$ cat src/core/lcg3_cfg.svh
// Constants for the gate-three input selector of the logic cell
// How it works
// - Bit 7 gates data four true in
// - Bit 6 gates data four inverted in
// - Bit 2 gates data two inverted in
// - Bit 1 gates data one true in
// - Bit 0 gates data one inverted in
`ifndef LCG3_CFG_SVH
`define LCG3_CFG_SVH

// ==========================================================
// Register offsets (byte addresses)
`define LCG3_OFF_SELECT 12'h000
`define LCG3_OFF_STATUS 12'h004
`define LCG3_ADDR_W 12

// ==========================================================
// Field positions inside the select register
`define LCG3_BIT_D4T 7
`define LCG3_BIT_D4N 6
`define LCG3_BIT_D3T 5
`define LCG3_BIT_D3N 4
`define LCG3_BIT_D2T 3
`define LCG3_BIT_D2N 2
`define LCG3_BIT_D1T 1
`define LCG3_BIT_D1N 0

// ==========================================================
// Field positions inside the status register
`define LCG3_STAT_TERM_LSB 0
`define LCG3_STAT_GATE_BIT 8

// ==========================================================
// Reset values
`define LCG3_RST_SELECT 8'h00
`define LCG3_RST_WORD 32'h0000_0000

`endif

$ cat src/core/lcg3_pkg.sv
// Types shared by the gate-three input selector
package lcg3_pkg;

    // ==========================================================
    // Select register, one bit per candidate signal
    typedef struct packed {
        logic g3TakeData4True;
        logic g3TakeData4Inv;
        logic g3TakeData3True;
        logic g3TakeData3Inv;
        logic g3TakeData2True;
        logic g3TakeData2Inv;
        logic g3TakeData1True;
        logic g3TakeData1Inv;
    } lcg3_select_t;

    // ==========================================================
    // Register decode result
    typedef enum logic [1:0] {
        LCG3_REG_SELECT,
        LCG3_REG_STATUS,
        LCG3_REG_NONE
    } lcg3_reg_t;

endpackage

$ cat src/core/lcg3_gate_mux.sv
// Masks the eight candidate signals and ORs the survivors into gate three
`timescale 1ns/1ps
`default_nettype none
`include "lcg3_cfg.svh"

module lcg3_gate_mux
    import lcg3_pkg::*;
(
    // Selection
    input wire lcg3_pkg::lcg3_select_t sel,
    // Data selector outputs, true form
    input wire logic data1In,
    input wire logic data2In,
    input wire logic data3In,
    input wire logic data4In,
    // Results
    output logic [7:0] termMask,
    output logic gateThreeInput
);
    logic data1TrueSig;
    logic data1InvSig;
    logic data2TrueSig;
    logic data2InvSig;
    logic data3TrueSig;
    logic data3InvSig;
    logic data4TrueSig;
    logic data4InvSig;

    assign data1TrueSig = data1In;
    assign data1InvSig = ~data1In;
    assign data2TrueSig = data2In;
    assign data2InvSig = ~data2In;
    assign data3TrueSig = data3In;
    assign data3InvSig = ~data3In;
    assign data4TrueSig = data4In;
    assign data4InvSig = ~data4In;

    // A cleared bit forces its term to zero, so it cannot reach the OR
    assign termMask[`LCG3_BIT_D4T] = sel.g3TakeData4True & data4TrueSig;
    assign termMask[`LCG3_BIT_D4N] = sel.g3TakeData4Inv & data4InvSig;
    assign termMask[`LCG3_BIT_D3T] = sel.g3TakeData3True & data3TrueSig;
    assign termMask[`LCG3_BIT_D3N] = sel.g3TakeData3Inv & data3InvSig;
    assign termMask[`LCG3_BIT_D2T] = sel.g3TakeData2True & data2TrueSig;
    assign termMask[`LCG3_BIT_D2N] = sel.g3TakeData2Inv & data2InvSig;
    assign termMask[`LCG3_BIT_D1T] = sel.g3TakeData1True & data1TrueSig;
    assign termMask[`LCG3_BIT_D1N] = sel.g3TakeData1Inv & data1InvSig;

    // With nothing selected the gate input rests low
    assign gateThreeInput = |termMask;

endmodule

`default_nettype wire

$ cat src/core/lcg3_select.sv
// Gate-three input selector with its APB register slave
`timescale 1ns/1ps
`default_nettype none
`include "lcg3_cfg.svh"

module lcg3_select (
    // Clock and reset
    input wire logic clk_sys,
    input wire logic reset,
    // APB slave
    input wire logic psel,
    input wire logic penable,
    input wire logic pwrite,
    input wire logic [`LCG3_ADDR_W-1:0] paddr,
    input wire logic [31:0] pwdata,
    input wire logic [3:0] pstrb,
    output logic [31:0] prdata,
    output logic pready,
    output logic pslverr,
    // Data selector outputs
    input wire logic data1In,
    input wire logic data2In,
    input wire logic data3In,
    input wire logic data4In,
    // Gate three
    output logic gateThreeInput,
    output logic [7:0] gateThreeTerms,
    output lcg3_pkg::lcg3_select_t gateThreeSelect
);
    import lcg3_pkg::*;

    // ==========================================================
    // State
    typedef struct packed {
        lcg3_select_t sel;
        logic [31:0] rdata;
        logic ready;
        logic err;
        logic gate;
        logic [7:0] terms;
    } lcg3_state_t;

    lcg3_state_t state_q;
    lcg3_state_t state_d;

    logic [7:0] termMaskNow;
    logic gateNow;

    // ==========================================================
    // Helpers
    function automatic lcg3_reg_t decodeReg(input logic [`LCG3_ADDR_W-1:0] addr);
        lcg3_reg_t r;
        r = LCG3_REG_NONE;
        if (addr == `LCG3_OFF_SELECT) begin
            r = LCG3_REG_SELECT;
        end else if (addr == `LCG3_OFF_STATUS) begin
            r = LCG3_REG_STATUS;
        end
        return r;
    endfunction

    function automatic logic [31:0] readWord(
        input lcg3_reg_t r,
        input lcg3_select_t sel,
        input logic [7:0] terms,
        input logic gate
    );
        logic [31:0] w;
        w = `LCG3_RST_WORD;
        unique case (r)
            LCG3_REG_SELECT: begin
                w[7:0] = sel;
            end
            LCG3_REG_STATUS: begin
                w[`LCG3_STAT_TERM_LSB +: 8] = terms;
                w[`LCG3_STAT_GATE_BIT] = gate;
            end
            LCG3_REG_NONE: begin
                w = `LCG3_RST_WORD;
            end
        endcase
        return w;
    endfunction

    // ==========================================================
    // Gating network
    lcg3_gate_mux u_mux (
        .sel(state_q.sel),
        .data1In(data1In),
        .data2In(data2In),
        .data3In(data3In),
        .data4In(data4In),
        .termMask(termMaskNow),
        .gateThreeInput(gateNow)
    );

    // ==========================================================
    // Next state
    always_comb begin
        lcg3_reg_t which;
        logic setup;
        logic access;
        which = decodeReg(paddr);
        setup = psel & ~penable;
        access = psel & penable & state_q.ready;
        state_d = state_q;

        // Outputs follow the gating one clock later, so they are glitch free
        state_d.terms = termMaskNow;
        state_d.gate = gateNow;

        // Answer is prepared in the setup cycle so that pready is a flop
        if (setup) begin
            state_d.ready = 1'b1;
            state_d.err = (which == LCG3_REG_NONE);
            state_d.rdata = pwrite ? `LCG3_RST_WORD
                : readWord(which, state_q.sel, state_q.terms, state_q.gate);
        end else if (access) begin
            state_d.ready = 1'b0;
            state_d.err = 1'b0;
            state_d.rdata = `LCG3_RST_WORD;
        end

        // Write lands only on the completing edge; lane 0 holds all eight bits
        if (access && pwrite && which == LCG3_REG_SELECT && pstrb[0]) begin
            state_d.sel = lcg3_select_t'(pwdata[7:0]);
        end
    end

    // ==========================================================
    // Registers
    always_ff @(posedge clk_sys or posedge reset) begin
        if (reset) begin
            state_q.sel <= lcg3_select_t'(`LCG3_RST_SELECT);
            state_q.rdata <= `LCG3_RST_WORD;
            state_q.ready <= 1'b0;
            state_q.err <= 1'b0;
            state_q.gate <= 1'b0;
            state_q.terms <= 8'h00;
        end else begin
            state_q <= state_d;
        end
    end

    // ==========================================================
    // Outputs
    assign prdata = state_q.rdata;
    assign pready = state_q.ready;
    assign pslverr = state_q.err;
    assign gateThreeInput = state_q.gate;
    assign gateThreeTerms = state_q.terms;
    assign gateThreeSelect = state_q.sel;

endmodule

`default_nettype wire

$ cat config.mk
export PLATFORM = sky130hd
export DESIGN_NAME = lcg3_select
export DESIGN_NICKNAME = d
export VERILOG_FILES = /design/src/core/lcg3_pkg.sv /design/src/core/lcg3_gate_mux.sv /design/src/core/lcg3_select.sv
export VERILOG_INCLUDE_DIRS = /design/src /design/src/core
export SDC_FILE = /design/constraint.sdc
export NUM_CORES = 1
export LEC_CHECK = 0
export ABC_CLOCK_PERIOD_IN_PS = 3250
export BUFFER_PORTS_ARGS = -buffer_cell sky130_fd_sc_hd__buf_4
export CORE_ASPECT_RATIO = 0.6
export CORE_UTILIZATION = 36
export DETAILED_ROUTE_END_ITERATION = 8
export GPL_ROUTABILITY_DRIVEN = 0
export PLACE_DENSITY = 0.75
export RECOVER_POWER = 50
export SLEW_MARGIN = 20
export SYNTH_ARGS = -nofsm -noshare
export SYNTH_HDL_FRONTEND = slang
export SYNTH_SLANG_ARGS = --single-unit
$ cat constraint.sdc
create_clock -name clk_sys -period 3.25 [get_ports clk_sys]
set_clock_uncertainty 0.2 [all_clocks]
set_input_delay 0.975 -clock clk_sys [delete_from_list [all_inputs] [get_ports clk_sys]]
set_output_delay 0.975 -clock clk_sys [all_outputs]
set_load 0.005 [all_outputs]
After elaboration in Yosys (flattened, before gate mapping)
Index checks and enable logic that the tools add are counted.
- register bits after elaboration: 51
- output and inout bits: 51
- input bits: 57
- bitwise logic cells: 16
- equality and inequality tests: 3
- mux-type cells: 7
- reduce and logical (&&, ||, !) cells: 7
- operators by type and width (kind ; number):
    two-way mux 34 bit ; 2
    one-hot mux 8 bit (3 select lines) ; 1
    equality test 12 x 3 -> 1 bit (second input constant) ; 1
    logical NOT 12 bit ; 1
    bitwise AND 1 bit ; 11
    two-way mux 9 bit ; 1
    OR reduction 8 bit ; 1
    NOT 1 bit ; 5
    two-way mux 2 bit ; 2
    logical AND 1 bit ; 3
    equality test 2 x 1 -> 1 bit (second input constant) ; 1
    equality test 2 bit (second input constant) ; 1
    logical NOT 2 bit ; 1
    nonzero test 2 bit ; 1
    two-way mux 1 bit ; 1

Logic depth before layout (Yosys ltp)
- depth in word-level cells: 7
- gate-level depth with buffers: 5

Cells and area by module
Synthesis repeated with hierarchy kept, for this count alone.
- cell total of the unflattened synthesis: 105
- area, all modules: 1362.6 µm²
- by module, submodules not included (module ; area each (µm²) ; cells an instance ; instances ; sequential area each (µm²)):
    lcg3_select ; 1277.5 ; 94 ; 1 ; 700.7
    lcg3_gate_mux ; 85.1 ; 11 ; 1 ; 0.0

Worst setup path after synthesis
OpenSTA, ideal clock, no wires.
- kind: input port to flip-flop
- start: in paddr[1]
- end: reg gateThreeSelect[0] (netlist name)
- setup time: 0.125 ns
- required time: 2.925 ns
- path slack: 0.626 ns
- cell stages on the path: 5
- buffers on the path: 1
- arrival: 2.299 ns
- cells stage by stage: nor4_2 > nand3_1 > or4_4 > buf_6 > mux2_4
- cells in the longest elaborated chain, start to end: 6
- elaborated cells between the ends (all ways): 7
- those cells by class: 1 x eq/ne; 2 x mux; 4 x reduce/logical
- RTL lines (element ; RTL line ; source):
    from (decl) ; lcg3_select.sv:14 ; input wire logic [`LCG3_ADDR_W-1:0] paddr,
    equality test 12 x 3 -> 1 bit (no source line) ; n/a ;
    two-way mux 2 bit ; lcg3_select.sv:56 ; end else if (addr == `LCG3_OFF_STATUS) begin
    two-way mux 2 bit * ; lcg3_select.sv:54 ; if (addr == `LCG3_OFF_SELECT) begin
    logical NOT 2 bit * ; lcg3_select.sv:125 ; if (access && pwrite && which == LCG3_REG_SELECT && pstrb[0]) begin
    logical AND 1 bit * (2 in a row) ; lcg3_select.sv:125 ;
Every way passes the cells marked *; elsewhere a longest branch is shown, timed or not.
A chain may end at the register's enable or synchronous reset.

Worst setup path in the final report
- start: in paddr[1]
- end: reg gateThreeSelect[1] (netlist name)
- cells in the longest elaborated chain, start to end: 6
- elaborated cells between the ends (all ways): 7
- those cells by class: 1 x eq/ne; 2 x mux; 4 x reduce/logical
- RTL lines (element ; RTL line):
    equality test 12 x 3 -> 1 bit (no source line) ; n/a
    two-way mux 2 bit ; lcg3_select.sv:56
    two-way mux 2 bit * ; lcg3_select.sv:54
    logical NOT 2 bit * ; lcg3_select.sv:125
    logical AND 1 bit * (2 in a row) ; lcg3_select.sv:125
Marks and branches as above.

==> flow_summary.ini <==
[critical_path]
slowest_delay_ns = 0.63
required_ns = 3.21
critPathTopFamily = simple AND/OR/NAND/NOR gates
worstPathBufferInverterCount = 1
path_cells = buf_4, nor4_2, nand3_1, or4_4, mux2_4
arrival_ns = 2.49
cp-start-kind = input pin
crit_fanout = 8
crit_path_end_kind = register
critPathSlowestCell = or4_4
crit_type = in2reg

[route]
routed_wl_mm = 2.871
dr.pass1.iters = 4
antenna_left = 0
drt_first_iter_violations = 43
vias_per_cell = 4.475
drc = 0
wl_per_cell_um = 13.23
vias = 971

[clock_tree]
root_buffer = clkbuf_8
cts_buffers = 3
worstSkewPairLatency_ns = 0.27
cts_resized = 0
cts_max_level = 1
cts_tree = built
cts_num_sinks = 28
postCtsHoldBufs = 0
path_clk_slew_ns = 0.08
ctsLongestPathBuffers = 2
postCtsSetupRepairBufs = 0

[outcome]
status = completed

[synthesis]
synthMuxAreaShare_pct = 14.86
ys_seq_elements = 28
syn-cell-area_sq_um = 1348
synth.avg_cell_area_sq_um = 11.72
synth_edf_count = 0
synth_top_area_share_pct = 52.00
synth_top_family_by_area = multiplexers
synth_compound_area_share_pct = 4.828
synth_area_leaders = dfrtp_1 (52%), buf_4 (13%), mux2_4 (8.9%), mux2i_1 (5.9%), o21ai_0 (3.3%)
synth_flop_cell = dfrtp_1
yosysSeqAreaShare_pct = 52.00
yosys.area.top_type = dfrtp_1
synthXorXnorAreaFrac_pct = 0
synthArstFlopShare_pct = 100.0
ys_warn_count = 0
syn_inst = 115
yosysUniqueCellTypes = 24
synth-adder-area-share_pct = 0
synth-simple-area-share_pct = 13.28

[sta]
slew_headroom_pct = 23.65
finalMaxSlewViolations = 0
finalCritPeriodShare_pct = 78.06
hold_violations = 0
clock.fmax_mhz = 394.2
rsz0062_at_grt = no
period_needed_ns = 2.537
setup_tns_ns = 0
setup_viol = 0
tightest_slew_ns = 1.133

[place]
postPlaceCellArea_sq_um = 1727
port_buffers = 57
hpwl_mm = 2.258

[layout]
layout_commonest_cell = buf_4
multiInputGateArea_sq_um = 530.5
fin_util_pct = 51.51
final_cell_mix = buf_4 (48), dfrtp_1 (28), conb_1 (23)
design_area_sq_um = 1753
antennaDiodeCount = 0
seq_area_sq_um = 700.7
layout-drive-gt1-share_pct = 38.95
fillers = 325
fin_nets = 231
syn_to_final_growth_pct = 30.08

[global_routing]
grt_pass1_vias = 911
grt_max_degree = 29
use_met1_pct = 18.35
grt.busiest_layer = met2
use_met2_pct = 23.95
use_met3_pct = 5.047
grtUsageTotal_pct = 14.37
grt_pass1_wl_mm = 4.229
antenna_found_initial = 0
overflow = 0

[run]
drv_cap = 0

[die]
rows = 16
core_sq_um = 3403
ioPinCount = 108
die_h_um = 49.39
start_util_pct = 39.60
die_w_um = 80.99
die_area_sq_um = 4000

[pwr]
comb_power_share_pct = 9.9
pwr-share-clk_pct = 30.2
leakage_nw = 0.9441
power.internal_w = 0.0004621
finalPower_w = 0.0005888
p_sw_w = 0.0001267
pwr-share-seq_pct = 59.8
power_density_nw_per_um2 = 335.9
swShare_pct = 21.51
vdd_drop_max_mv = 0.2517

[worst_hold_path]
min_path_type = reg2reg
[cell families (layout without fill, tap and decap cells)]
kind of cell | count (synthesis) | after routing
simple gates | 30 | 30
flops | 28 | 28
buf+inv | 28 | 63
mux | 16 | 16
compound gates | 12 | 12
other cells | 1 | 23
[per-layer routing]
metal	vias up	wire length, um	part of all wire [%]
met2	46	1366	48
met4	0	0	0
met3	0	255	8.9
met1	468	1249	44
li1	457	-	-
met5	-	0	0
[state kept, by name, indices dropped and copies added, names as in the netlist]
name             count
pslverr              1
prdata               9
pready               1
gateThreeSelect      8
gateThreeTerms       8
gateThreeInput       1
[worst min-delay path, stage by stage (launching register included)]
cell	delay, ns
dfrtp_1	0.35
nand2_1	0.05
o21ai_0	0.06
[cells in the mapped netlist (2+ instances only)]
library cell	count
dfrtp_1	28
buf_4	23
nand2_1	10
o21ai_0	9
mux2_4	8
mux2i_1	8
and2_1	4
nor2b_1	4
inv_1	3
nand4_1	2
nor2_1	2
nor4_2	2
[metrics by stage]
| stage | hold slack [ns] | setup slack (ns) | cells |
|---|---|---|---|
| after floorplan | 0.2733 | 0.6258 | 137 |
| after global routing | 0.3169 | 0.6607 | 217 |
| after detailed placement | 0.2720 | 0.4072 | 214 |
| after CTS | 0.2911 | 0.7034 | 217 |
| final | 0.2822 | 0.7131 | 217 |
| after global placement | 0.2684 | 0.4370 | 214 |
[cell type report]
cell class / count / area share, %
Tap cell: 45 / 3.212
Multi-Input combinational cell: 81 / 30.26
Inverter: 3 / 0.6424
Sequential cell: 28 / 39.97
Clock buffer: 3 / 2.355
Timing Repair Buffer: 57 / 23.55
[power groups by stage]
stage,Clock [W],Combinational (W),Sequential [W]
final,0.000178,0.0000586,0.000352
after global routing,0.000202,0.0000649,0.000353
after CTS,0.000187,0.0000608,0.000352
after detailed placement,0,0.0000607,0.000359
after global placement,0,0.0000584,0.000359
after floorplan,0,0.0000424,0.000360
[final timing paths]
path                                 from                  to  slack [ns]  cells past startpoint
max in group asynchronous           reset  gateThreeSelect[7]        1.48                      2
worst max register to register     pready           prdata[6]        1.43                      3
min in group asynchronous           reset           prdata[3]        0.75                      2
worst min register to register  prdata[8]           prdata[8]        0.28                      2
worst max-delay path             paddr[1]  gateThreeSelect[1]        0.71                      5
worst min-delay path            prdata[8]           prdata[8]        0.28                      2
Power figures use the tool's default switching activity.
